`src/cra_defs.vh`:
```
// Purpose: Constants of the register and addressing model
// Assumes: Byte addresses on a 32-bit AHB-Lite register bus
// Notes:   Definitions only
`ifndef CRA_DEFS_VH
`define CRA_DEFS_VH

`define CRA_OFF_ACCA   8'h00
`define CRA_OFF_ACCB   8'h04
`define CRA_OFF_ACCD   8'h08
`define CRA_OFF_IX     8'h0C
`define CRA_OFF_IY     8'h10
`define CRA_OFF_SP     8'h14
`define CRA_OFF_PC     8'h18
`define CRA_OFF_CCR    8'h1C
`define CRA_OFF_QDATA  8'h20
`define CRA_OFF_CTRL   8'h24
`define CRA_OFF_STAT   8'h28
`define CRA_OFF_EA     8'h2C
`define CRA_OFF_OPND   8'h30

`define CRA_CCR_S      7
`define CRA_CCR_X      6
`define CRA_CCR_H      5
`define CRA_CCR_I      4
`define CRA_CCR_N      3
`define CRA_CCR_Z      2
`define CRA_CCR_V      1
`define CRA_CCR_C      0
`define CRA_CCR_RST    8'hD0

`define CRA_MODE_INH   3'h0
`define CRA_MODE_IMM   3'h1
`define CRA_MODE_DIR   3'h2
`define CRA_MODE_EXT   3'h3
`define CRA_MODE_REL8  3'h4
`define CRA_MODE_REL16 3'h5
`define CRA_MODE_IDX   3'h6

`define CRA_CTRL_IMM16 3
`define CRA_CTRL_GO    8

`define CRA_PAGE2_PFX  8'h18
`define CRA_VEC_ADDR   16'hFFFE
`define CRA_STOP_OPC   8'h3E
`define CRA_MIN_QUEUE  4'h3

`endif

```
`src/cra_core.v`:
```
// Purpose: Register set and effective address unit of a 16-bit core
// Assumes: Memory answers each byte read with MEM_ACK, any latency
// Notes:   Software feeds program bytes through the queue register
// Contract
// - Two 8-bit accumulators, also seen joined as a 16-bit double one.
// - Indexed address is index register plus 5, 9, 16-bit or accumulator.
// - Stack pointer marks last used slot and serves every indexed form.
// - Program counter holds next instruction; indexed base except auto forms.
// - Condition codes hold five flags, two interrupt masks, stop disable.
// - Half carry only for decimal adjust; branches test N, Z, V, C.
// - Reset fetches start vector and sets both interrupt masks.
// - Reset sets stop disable; stop is inhibited while it is set.
// - Words are big-endian over two consecutive byte addresses.
// - No alignment required for bytes, words or instructions.
// - Queue gives the decoder at least three bytes per instruction.
// - Direct mode addresses only the first 256-byte page.
// - Relative mode adds 8 or 16-bit offset to program counter.
// - Shortest indexed form adds signed 5-bit constant, no extension.
// - Auto pre/post step of 1 to 8 on X, Y or SP, never PC.
// - Accumulator offset adds unsigned A, B, or D to the base.
// - Nine-bit offset: low byte from extension, sign from postbyte.
// - Sixteen-bit constant offset read from two extension bytes.
// - Sixteen-bit indirect reads pointer at base plus offset.
// - Double accumulator indirect reads pointer at base plus D.
// - Immediate operand from stream, width set by the instruction.
// - Inherent operands only in registers; registers not memory mapped.
// - Opcodes are 8 bits; a fixed prefix byte selects page two.
//
// The register addresses and register access over AHB-Lite were chosen for this implementation.
`timescale 1ns/10ps
`include "cra_defs.vh"
module cra_core #(
  parameter [15:0] RESET_VEC = `CRA_VEC_ADDR,
  parameter [7:0]  STOP_OPC  = `CRA_STOP_OPC,
  parameter        QDEPTH    = 8,
  parameter        QAW       = 3
) (
  input  wire        CLK_SYS,
  input  wire        RST,
  input  wire        HSEL,
  input  wire [31:0] HADDR,
  input  wire [1:0]  HTRANS,
  input  wire        HWRITE,
  input  wire [2:0]  HSIZE,
  input  wire [31:0] HWDATA,
  input  wire        HREADY,
  output reg  [31:0] HRDATA,
  output reg         HREADYOUT,
  output reg         HRESP,
  output reg  [15:0] MEM_ADDR,
  output reg         MEM_RD,
  input  wire [7:0]  MEM_RDATA,
  input  wire        MEM_ACK,
  output reg         STOP_REQ,
  output reg         BUSY
);
  localparam [2:0] ST_IDLE  = 3'h0;
  localparam [2:0] ST_POP   = 3'h1;
  localparam [2:0] ST_TAKE  = 3'h2;
  localparam [2:0] ST_EXEC  = 3'h3;
  localparam [2:0] ST_MREQ  = 3'h4;
  localparam [2:0] ST_MWAIT = 3'h5;

  // Wrapping 16-bit add, carry dropped
  function [15:0] add16;
    input [15:0] a;
    input [15:0] b;
    begin
      add16 = a + b;
    end
  endfunction

  function [15:0] sext8;
    input [7:0] v;
    begin
      sext8 = {{8{v[7]}}, v};
    end
  endfunction

  // Extension bytes that follow an indexed postbyte
  function [1:0] idx_ext;
    input [7:0] pb;
    begin
      if (pb[7:5] != 3'h7 || pb[2]) begin
        idx_ext = 2'h0;
      end else if (!pb[1]) begin
        idx_ext = 2'h1;
      end else begin
        idx_ext = 2'h2;
      end
    end
  endfunction

  ////////////////////////////////////////////////////////////////////////
  // State
  reg [7:0]  acc_a_r;
  reg [7:0]  acc_b_r;
  reg [15:0] ix_r;
  reg [15:0] iy_r;
  reg [15:0] sp_r;
  reg [15:0] pc_r;
  reg [7:0]  ccr_r;
  reg [2:0]  mode_r;
  reg        imm16_r;
  reg [2:0]  cond_r;
  reg        go_r;
  reg [2:0]  state_r;
  reg        page2_r;
  reg        nb_r;
  reg        got_pb_r;
  reg [1:0]  rem_r;
  reg [3:0]  len_r;
  reg [7:0]  opc_r;
  reg [7:0]  pb_r;
  reg [15:0] ext_r;
  reg [15:0] ea_r;
  reg [15:0] opnd_r;
  reg        taken_r;
  reg        stop_blk_r;
  reg        vec_r;
  reg        bsel_r;
  reg [15:0] mptr_r;
  reg [7:0]  mhi_r;
  reg        ahb_wr_r;
  reg        ahb_rd_r;
  reg [7:0]  ahb_a_r;

  wire [7:0]     q_rd;
  wire [QAW:0]   q_cnt;
  wire           q_pop = (state_r == ST_POP);
  wire           idle  = (state_r == ST_IDLE) && !go_r;
  wire           q_push = ahb_wr_r && (ahb_a_r == `CRA_OFF_QDATA) &&
                          (q_cnt != QDEPTH[QAW:0]);
  wire [15:0]    acc_d = {acc_a_r, acc_b_r};

  // Program bytes buffered ahead of the decoder
  cra_queue #(.WIDTH(8), .DEPTH(QDEPTH), .AW(QAW)) u_queue (
    .clk     (CLK_SYS),
    .rst     (RST),
    .wr_en   (q_push),
    .wr_data (HWDATA[7:0]),
    .rd_en   (q_pop),
    .rd_data (q_rd),
    .count   (q_cnt)
  );

  ////////////////////////////////////////////////////////////////////////
  // Address formation
  reg [1:0]  rr;
  reg [15:0] npc;
  reg [15:0] base;
  reg [15:0] step;
  reg [15:0] ea_nxt;
  reg [15:0] wb_nxt;
  reg        wb_en;
  reg        ind;
  reg        cond_ok;

  always @* begin
    rr     = (pb_r[7:5] == 3'h7) ? pb_r[4:3] : pb_r[7:6];
    npc    = add16(pc_r, {12'h000, len_r});
    ea_nxt = 16'h0000;
    wb_nxt = 16'h0000;
    wb_en  = 1'b0;
    ind    = 1'b0;
    step   = pb_r[3] ? {12'hFFF, pb_r[3:0]}
                     : add16({12'h000, pb_r[3:0]}, 16'h0001);
    case (rr)
      2'h0: base = ix_r;
      2'h1: base = iy_r;
      2'h2: base = sp_r;
      default: base = npc;
    endcase
    case (cond_r)
      3'h1: cond_ok = ccr_r[`CRA_CCR_Z];
      3'h2: cond_ok = !ccr_r[`CRA_CCR_Z];
      3'h3: cond_ok = ccr_r[`CRA_CCR_N];
      3'h4: cond_ok = ccr_r[`CRA_CCR_C];
      3'h5: cond_ok = ccr_r[`CRA_CCR_V];
      3'h6: cond_ok = ccr_r[`CRA_CCR_N] ^ ccr_r[`CRA_CCR_V];
      default: cond_ok = 1'b1;
    endcase
    case (mode_r)
      `CRA_MODE_DIR: ea_nxt = {8'h00, ext_r[7:0]};
      `CRA_MODE_EXT: ea_nxt = ext_r;
      `CRA_MODE_REL8: ea_nxt = add16(npc, sext8(ext_r[7:0]));
      `CRA_MODE_REL16: ea_nxt = add16(npc, ext_r);
      `CRA_MODE_IDX: begin
        if (pb_r[7:5] != 3'h7 && !pb_r[5]) begin
          ea_nxt = add16(base, {{11{pb_r[4]}}, pb_r[4:0]});
        end else if (pb_r[7:5] != 3'h7) begin
          // Top postbyte codes leave PC out of the auto forms
          wb_nxt = add16(base, step);
          wb_en  = 1'b1;
          ea_nxt = pb_r[4] ? base : wb_nxt;
        end else if (!pb_r[2] && !pb_r[1]) begin
          ea_nxt = add16(base, {{8{pb_r[0]}}, ext_r[7:0]});
        end else if (!pb_r[2]) begin
          ea_nxt = add16(base, ext_r);
          ind    = pb_r[0];
        end else begin
          case (pb_r[1:0])
            2'h0: ea_nxt = add16(base, {8'h00, acc_a_r});
            2'h1: ea_nxt = add16(base, {8'h00, acc_b_r});
            default: ea_nxt = add16(base, acc_d);
          endcase
          ind = (pb_r[1:0] == 2'h3);
        end
      end
      default: ea_nxt = 16'h0000;
    endcase
  end

  ////////////////////////////////////////////////////////////////////////
  // Decode sequencer and register file
  always @(posedge CLK_SYS) begin
    if (RST) begin
      acc_a_r    <= 8'h00;
      acc_b_r    <= 8'h00;
      ix_r       <= 16'h0000;
      iy_r       <= 16'h0000;
      sp_r       <= 16'h0000;
      pc_r       <= 16'h0000;
      ccr_r      <= `CRA_CCR_RST;
      mode_r     <= `CRA_MODE_INH;
      imm16_r    <= 1'b0;
      cond_r     <= 3'h0;
      go_r       <= 1'b0;
      state_r    <= ST_MREQ;
      vec_r      <= 1'b1;
      mptr_r     <= RESET_VEC;
      bsel_r     <= 1'b0;
      mhi_r      <= 8'h00;
      page2_r    <= 1'b0;
      nb_r       <= 1'b0;
      got_pb_r   <= 1'b0;
      rem_r      <= 2'h0;
      len_r      <= 4'h0;
      opc_r      <= 8'h00;
      pb_r       <= 8'h00;
      ext_r      <= 16'h0000;
      ea_r       <= 16'h0000;
      opnd_r     <= 16'h0000;
      taken_r    <= 1'b0;
      stop_blk_r <= 1'b0;
      MEM_ADDR   <= 16'h0000;
      MEM_RD     <= 1'b0;
      STOP_REQ   <= 1'b0;
      BUSY       <= 1'b1;
    end else begin
      MEM_RD   <= 1'b0;
      STOP_REQ <= 1'b0;
      BUSY     <= !(state_r == ST_IDLE && !go_r);
      // Registers only writable between instructions; keeps
      // them off the memory port entirely
      if (ahb_wr_r && idle) begin
        case (ahb_a_r)
          `CRA_OFF_ACCA: acc_a_r <= HWDATA[7:0];
          `CRA_OFF_ACCB: acc_b_r <= HWDATA[7:0];
          `CRA_OFF_ACCD: {acc_a_r, acc_b_r} <= HWDATA[15:0];
          `CRA_OFF_IX:   ix_r <= HWDATA[15:0];
          `CRA_OFF_IY:   iy_r <= HWDATA[15:0];
          `CRA_OFF_SP:   sp_r <= HWDATA[15:0];
          `CRA_OFF_PC:   pc_r <= HWDATA[15:0];
          `CRA_OFF_CCR:  ccr_r <= HWDATA[7:0];
          `CRA_OFF_CTRL: begin
            mode_r  <= HWDATA[2:0];
            imm16_r <= HWDATA[`CRA_CTRL_IMM16];
            cond_r  <= HWDATA[6:4];
            go_r    <= HWDATA[`CRA_CTRL_GO];
          end
          default: ;
        endcase
      end
      case (state_r)
        ST_IDLE: begin
          if (go_r && q_cnt >= `CRA_MIN_QUEUE) begin
            go_r     <= 1'b0;
            page2_r  <= 1'b0;
            nb_r     <= 1'b0;
            got_pb_r <= 1'b0;
            len_r    <= 4'h0;
            ext_r    <= 16'h0000;
            pb_r     <= 8'h00;
            state_r  <= ST_POP;
          end
        end
        ST_POP: state_r <= ST_TAKE;
        ST_TAKE: begin
          len_r   <= len_r + 4'h1;
          state_r <= ST_POP;
          if (!nb_r) begin
            if (q_rd == `CRA_PAGE2_PFX && !page2_r) begin
              page2_r <= 1'b1;
            end else begin
              opc_r <= q_rd;
              nb_r  <= 1'b1;
              case (mode_r)
                `CRA_MODE_IMM: rem_r <= imm16_r ? 2'h2 : 2'h1;
                `CRA_MODE_EXT,
                `CRA_MODE_REL16: rem_r <= 2'h2;
                `CRA_MODE_DIR,
                `CRA_MODE_REL8,
                `CRA_MODE_IDX: rem_r <= 2'h1;
                default: begin
                  rem_r   <= 2'h0;
                  state_r <= ST_EXEC;
                end
              endcase
            end
          end else if (mode_r == `CRA_MODE_IDX && !got_pb_r) begin
            pb_r     <= q_rd;
            got_pb_r <= 1'b1;
            rem_r    <= idx_ext(q_rd);
            if (idx_ext(q_rd) == 2'h0) begin
              state_r <= ST_EXEC;
            end
          end else begin
            ext_r <= {ext_r[7:0], q_rd};
            rem_r <= rem_r - 2'h1;
            if (rem_r == 2'h1) begin
              state_r <= ST_EXEC;
            end
          end
        end
        ST_EXEC: begin
          pc_r    <= npc;
          ea_r    <= ea_nxt;
          taken_r <= 1'b0;
          opnd_r  <= imm16_r ? ext_r : {8'h00, ext_r[7:0]};
          state_r <= ST_IDLE;
          if ((mode_r == `CRA_MODE_REL8 || mode_r == `CRA_MODE_REL16) &&
              cond_ok) begin
            pc_r    <= ea_nxt;
            taken_r <= 1'b1;
          end
          if (wb_en) begin
            case (rr)
              2'h0: ix_r <= wb_nxt;
              2'h1: iy_r <= wb_nxt;
              default: sp_r <= wb_nxt;
            endcase
          end
          if (mode_r == `CRA_MODE_INH && page2_r && opc_r == STOP_OPC) begin
            STOP_REQ   <= !ccr_r[`CRA_CCR_S];
            stop_blk_r <= ccr_r[`CRA_CCR_S];
          end else begin
            stop_blk_r <= 1'b0;
          end
          if (ind) begin
            mptr_r  <= ea_nxt;
            vec_r   <= 1'b0;
            bsel_r  <= 1'b0;
            state_r <= ST_MREQ;
          end
        end
        ST_MREQ: begin
          MEM_RD   <= 1'b1;
          MEM_ADDR <= add16(mptr_r, {15'h0000, bsel_r});
          state_r  <= ST_MWAIT;
        end
        ST_MWAIT: begin
          if (MEM_ACK) begin
            if (!bsel_r) begin
              mhi_r   <= MEM_RDATA;
              bsel_r  <= 1'b1;
              state_r <= ST_MREQ;
            end else begin
              if (vec_r) begin
                pc_r <= {mhi_r, MEM_RDATA};
              end else begin
                ea_r <= {mhi_r, MEM_RDATA};
              end
              vec_r   <= 1'b0;
              bsel_r  <= 1'b0;
              state_r <= ST_IDLE;
            end
          end
        end
        default: state_r <= ST_IDLE;
      endcase
    end
  end

  ////////////////////////////////////////////////////////////////////////
  // AHB-Lite slave: writes zero wait, reads one wait so data is fresh
  reg [31:0] rd_mux;

  always @* begin
    case (ahb_a_r)
      `CRA_OFF_ACCA:  rd_mux = {24'h000000, acc_a_r};
      `CRA_OFF_ACCB:  rd_mux = {24'h000000, acc_b_r};
      `CRA_OFF_ACCD:  rd_mux = {16'h0000, acc_d};
      `CRA_OFF_IX:    rd_mux = {16'h0000, ix_r};
      `CRA_OFF_IY:    rd_mux = {16'h0000, iy_r};
      `CRA_OFF_SP:    rd_mux = {16'h0000, sp_r};
      `CRA_OFF_PC:    rd_mux = {16'h0000, pc_r};
      `CRA_OFF_CCR:   rd_mux = {24'h000000, ccr_r};
      `CRA_OFF_QDATA: rd_mux = {{(31-QAW){1'b0}}, q_cnt};
      `CRA_OFF_CTRL:  rd_mux = {23'h000000, go_r, 1'b0, cond_r,
                                imm16_r, mode_r};
      `CRA_OFF_STAT:  rd_mux = {16'h0000, opc_r, len_r, 1'b0, taken_r,
                                stop_blk_r, !idle};
      `CRA_OFF_EA:    rd_mux = {16'h0000, ea_r};
      `CRA_OFF_OPND:  rd_mux = {16'h0000, opnd_r};
      default:        rd_mux = 32'h00000000;
    endcase
  end

  always @(posedge CLK_SYS) begin
    if (RST) begin
      ahb_wr_r  <= 1'b0;
      ahb_rd_r  <= 1'b0;
      ahb_a_r   <= 8'h00;
      HRDATA    <= 32'h00000000;
      HREADYOUT <= 1'b1;
      HRESP     <= 1'b0;
    end else begin
      HRESP    <= 1'b0;
      ahb_wr_r <= 1'b0;
      if (ahb_rd_r) begin
        HRDATA    <= rd_mux;
        HREADYOUT <= 1'b1;
        ahb_rd_r  <= 1'b0;
      end else if (HSEL && HTRANS[1] && HREADY) begin
        ahb_a_r   <= (HADDR[31:8] == 24'h000000) ? HADDR[7:0] : 8'hFC;
        ahb_wr_r  <= HWRITE;
        ahb_rd_r  <= !HWRITE;
        HREADYOUT <= HWRITE;
      end
    end
  end
endmodule // cra_core

```
`src/cra_queue.v`:
```
// Purpose: Program byte queue storage with registered read data
// Assumes: Caller never pops when empty nor pushes when full
// Notes:   Read data valid the cycle after rd_en
`timescale 1ns/10ps
module cra_queue #(
  parameter WIDTH = 8,
  parameter DEPTH = 8,
  parameter AW    = 3
) (
  input  wire             clk,
  input  wire             rst,
  input  wire             wr_en,
  input  wire [WIDTH-1:0] wr_data,
  input  wire             rd_en,
  output reg  [WIDTH-1:0] rd_data,
  output reg  [AW:0]      count
);
  reg [WIDTH-1:0] mem [0:DEPTH-1];
  reg [AW-1:0]    wp_r;
  reg [AW-1:0]    rp_r;

  always @(posedge clk) begin
    if (wr_en) begin
      mem[wp_r] <= wr_data;
    end
  end

  always @(posedge clk) begin
    if (rst) begin
      wp_r    <= {AW{1'b0}};
      rp_r    <= {AW{1'b0}};
      count   <= {(AW+1){1'b0}};
      rd_data <= {WIDTH{1'b0}};
    end else begin
      if (wr_en) begin
        wp_r <= wp_r + 1'b1;
      end
      if (rd_en) begin
        rd_data <= mem[rp_r];
        rp_r    <= rp_r + 1'b1;
      end
      count <= count + {{AW{1'b0}}, wr_en} - {{AW{1'b0}}, rd_en};
    end
  end
endmodule // cra_queue

```
`config.mk`:
```
export PLATFORM = sky130hd
export DESIGN_NAME = cra_core
export DESIGN_NICKNAME = d
export VERILOG_FILES = /design/src/cra_core.v /design/src/cra_queue.v
export VERILOG_INCLUDE_DIRS = /design/src /design/src/src
export SDC_FILE = /design/constraint.sdc
export NUM_CORES = 1
export LEC_CHECK = 0
export ABC_AREA = 1
export ABC_CLOCK_PERIOD_IN_PS = 4630
export CAP_MARGIN = 20
export CORE_MARGIN = 4
export CORE_UTILIZATION = 50
export CTS_BUF_LIST = sky130_fd_sc_hd__clkbuf_8
export CTS_CLUSTER_DIAMETER = 200
export DETAILED_ROUTE_END_ITERATION = 10
export DONT_BUFFER_PORTS = 1
export GPL_TIMING_DRIVEN = 0
export PLACE_DENSITY = 0.64
export SLEW_MARGIN = 25
export SYNTH_ARGS = -nofsm -noshare
export SYNTH_HDL_FRONTEND = slang
export SYNTH_SLANG_ARGS = --single-unit
```
`constraint.sdc`:
```
create_clock -name CLK_SYS -period 4.63 [get_ports CLK_SYS]
set_input_delay 0.926 -clock CLK_SYS [delete_from_list [all_inputs] [get_ports CLK_SYS]]
set_output_delay 0.926 -clock CLK_SYS [all_outputs]
set_load 0.02 [all_outputs]
```
==> results.sh <==
export IMPL_status="finished clean"
export IMPL_yosys_warnings=0
export IMPL_synth_async_reset_ratio_pct=0
export IMPL_cp_startpoint="pc_r[2]"
export IMPL_hold_path_cell_count=1
export IMPL_report_final_hold_viol_count=0
export IMPL_synth_enable_flop_cells=64
export IMPL_die_area_mm2=0.04268
export IMPL_clock_skew_final_ns=0.02783
export IMPL_post_route_util_pct=56.44
export IMPL_launch_point_of_the_worst_reg_to_reg_path="pc_r[2]"
export IMPL_numCtsBuffers=55
export IMPL_power_static_leakage_uw=0.009166
export IMPL_worst_path_buf_inv=1
export IMPL_netSwitchingPower_uw=2318
export IMPL_cts_sinks=328
export IMPL_num_vias=20990
export IMPL_met3_wirelength_um=9883
export IMPL_yosysSeqAreaShare_pct=36.54
export IMPL_dr_wl_met2_um=36330
export IMPL_area_growth_from_synthesis_to_layout_pct=11.11
export IMPL_synth_most_common_cell="nand2_1"
export IMPL_ir_worst_vdd_v=0.0002254
export IMPL_detail_route_wirelength_um=85690
export IMPL_power_density_mw_per_mm2=318.5
export IMPL_number_of_global_route_vias_before_repair=19070
export IMPL_track_usage_pct=38.81
export IMPL_share_clk_of_total_power_pct=36.2
export IMPL_kind_of_critical_path="reg -> reg"
export IMPL_hold_path_class="in -> reg"
export IMPL_grt_overflow_total=0
export IMPL_cts_htree_levels=2
export IMPL_cell_internal_pwr_uw=4660
export IMPL_timing_reg2reg_worst_path_depth=22
export IMPL_number_of_flip_flops_and_latches_in_the_synthesized_netlist=328
export IMPL_layout_drive_gt1_share_pct=9.182
export IMPL_period_needed_ns=4.508
export IMPL_type_of_element_capturing_the_critical_path="flop"
export IMPL_comb_power_share_pct=17.1
export IMPL_ant_nets=0
export IMPL_netlist_top_cells_area="dfxtp_1 27%, edfxtp_1 9.7%, nand2_1 9.5%, a21oi_1 8.4%, o21ai_0 7.6%"
export IMPL_clock_path_buffers=3
export IMPL_yosysUniqueCellTypes=63
export IMPL_post_route_period_util_pct=97.37
export IMPL_synth_largest_type_area_fraction_pct=26.80
export IMPL_timing_critical_path_cells="ha_1, or2_2, nand3_1, nand2_2, nand2_1, xor2_2, nand2_1, and2_1, inv_1, ha_1, a21oi_1, o21ai_0, a211oi_1, nand3_1, nand3_1, nand3_1, nand2_1, nand2_1, nand2_1, nand3_1, nand2_1, a21oi_1"
export IMPL_portBuffers=0
export IMPL_setup_tns_ns=0
export IMPL_tritoncts="done"
export IMPL_worstSkewPairLatency_ns=0.68
export IMPL_number_of_maximum_capacitance_constraint_violations=0
export IMPL_critical_path_peak_fanout=5
export IMPL_hpwl_reported_at_the_end_of_detailed_placement_um=66780
export IMPL_worst_pin_slew_ns=1.157
export IMPL_timing_max_transition_violations_final=0
export IMPL_cell_type_contributing_the_most_total_cell_area_after_synthesis="dfxtp_1"
export IMPL_wirelength_met1_um=34030
export IMPL_remaining_drc_errors=0
export IMPL_clock_fmax_mhz=221.8
export IMPL_die_height_um=206.6
export IMPL_yosys_most_used_dff="dfxtp_1"
export IMPL_rows=72
export IMPL_worst_rel_slew_slack_pct=22.87
export IMPL_seq_power_share_pct=46.6
export IMPL_worst_ep_required_time_ns=5.16
export IMPL_antenna_found_initial=6
export IMPL_vias_per_cell=6.160
export IMPL_report_final_setup_viol=0
export IMPL_rsz_0062_raised_after_global_routing="true"
export IMPL_top_level_pins=136
export IMPL_chipWidth_um=206.6
export IMPL_initial_utilization_pct=50.79
export IMPL_cp_data_arrival_time_ns=5.03
export IMPL_cts_hold_fix_buffers=0
export IMPL_post_synth_instance_area_mm2=0.01972
export IMPL_cts_root_buf="clkbuf_8"
export IMPL_detail_route_first_pass_iterations=8
export IMPL_gpl_final_weighted_congestion=1.068
export IMPL_r2r_end="ea_r[14]"
export IMPL_sw_frac_of_total_pct=33.22
export IMPL_placeableCoreArea_mm2=0.03883
export IMPL_timing_critical_path_depth=22
export IMPL_cp_endpoint="ea_r[14]"
export IMPL_synth_top_cells_by_count="497 x nand2_1, 332 x a21oi_1, 322 x inv_1, 301 x o21ai_0, 264 x dfxtp_1"
export IMPL_synth_avg_cell_area_um2=7.148
export IMPL_routed_wire_length_per_instance_um=25.15
export IMPL_synthCells=2759
export IMPL_top_layer="met5"
export IMPL_clk_transition_reported_paths_ns=0.06
export IMPL_critical_path_slowest_cell="dfxtp_2"
export IMPL_most_frequent_cp_cell="nand2_1"
export IMPL_setup_worst_path_start_class="flop"
export IMPL_critPathTopFamily="simple AND/OR/NAND/NOR gates"
export IMPL_nets=3019
export IMPL_grt_first_pass_wirelength_um=122800
export IMPL_drt_first_iter_violations=2714
export IMPL_r2r_slack_ns=0.12
export IMPL_largest_net_degree_at_the_start_of_global_routing=18
export IMPL_critical_path_max_stage_delay_ns=0.37
registers in the layout, summed over array words and instances (netlist names), 4 cells and up:
| signal | cells |
|---|---|
| MEM_ADDR | 16 |
| ccr_r | 8 |
| u_queue.rd_data | 8 |
| ahb_a_r | 8 |
| u_queue.count | 4 |
| pb_r | 8 |
| mhi_r | 8 |
| opc_r | 8 |
| u_queue.mem | 64 |
| ix_r | 16 |
| sp_r | 16 |
| acc_a_r | 8 |
| opnd_r | 16 |
| ext_r | 16 |
| iy_r | 16 |
| acc_b_r | 8 |
| HRDATA | 16 |
| ea_r | 16 |
| mptr_r | 16 |
| len_r | 4 |
| pc_r | 16 |
how the worst min path moves through the flow:
stage	from	end
floorplan	ccr_r[7]	STOP_REQ
detailed placement	opnd_r[0]	opnd_r[0]
finish	HWRITE	ahb_rd_r
global placement	opnd_r[0]	opnd_r[0]
global route	HWRITE	ahb_rd_r
CTS	HWRITE	ahb_rd_r
power groups by stage:
stage / logic, µW / clock network, µW / registers (µW)
floorplan: 787 / 0 / 3270
global placement: 1120 / 0 / 3310
detailed placement: 1130 / 0 / 3310
CTS: 1140 / 2530 / 3250
global route: 1290 / 2660 / 3270
finish: 1200 / 2530 / 3250
stage by stage:
stage	instance area (µm²)	hold WS, ns	worst slack [ns]	power, µW	instances
final	21910	0.3248	0.1218	6978	3407
after global routing	21900	0.2995	-0.03042	7222	3404
after CTS	21640	0.2893	0.007751	6927	3390
after detailed placement	20470	0.4407	-0.8634	4448	3293
after global placement	20430	0.4380	-0.9170	4423	3293
after floorplan	19780	0.4133	0.7504	4055	2775
per-layer routing:
layer | vias up | GRT usage [%]
met5 | - | 0
met1 | 9754 | 51.71
met2 | 1320 | 58.04
li1 | 9605 | -
met4 | 8 | 20.77
met3 | 301 | 9.858
cell type report:
class / instances / area, µm²
clock inverters: 33 / 178.9
diodes: 3 / 7.507
repair buffers: 17 / 127.6
multi-input cells: 1973 / 10930
clock buffers: 61 / 839.6
flip-flops and latches: 328 / 7219
inverters: 343 / 1294
well taps: 518 / 648.1
fillers: 3855 / 16920
plain buffers: 131 / 669.4
cells in the final DEF, fill, tap and decap left out, types with 25 or more instances in the layout:
master,instances
a21oi_1,325
a221oi_1,25
buf_4,38
clkbuf_1,78
clkbuf_8,66
dfxtp_1,256
edfxtp_1,64
ha_1,77
inv_1,344
nand2_1,489
nand3_1,102
nor2_1,204
nor3_1,36
o211ai_1,28
o21ai_0,296
o22ai_1,62
xor2_1,27
logic make-up (layout without fill, tap and decap cells):
group / after synthesis / after routing / synth area share, %
DFF: 328 / 328 / 36.54
AOI/OAI and AO/OA: 879 / 879 / 25.35
adders and majority gates: 87 / 87 / 5.748
xor gates and xnor gates: 50 / 50 / 2.221
and+or+nand+nor: 940 / 940 / 20.20
other: 1 / 20 / 0.01901
buffers and inverters: 474 / 585 / 9.923
repair_timing:
item	in CTS	in global routing
pin swaps	1	5
setup endpoints to repair	44	29
buffers inserted	3	14
resized for setup	27	43
Power figures use the tool's default switching activity.
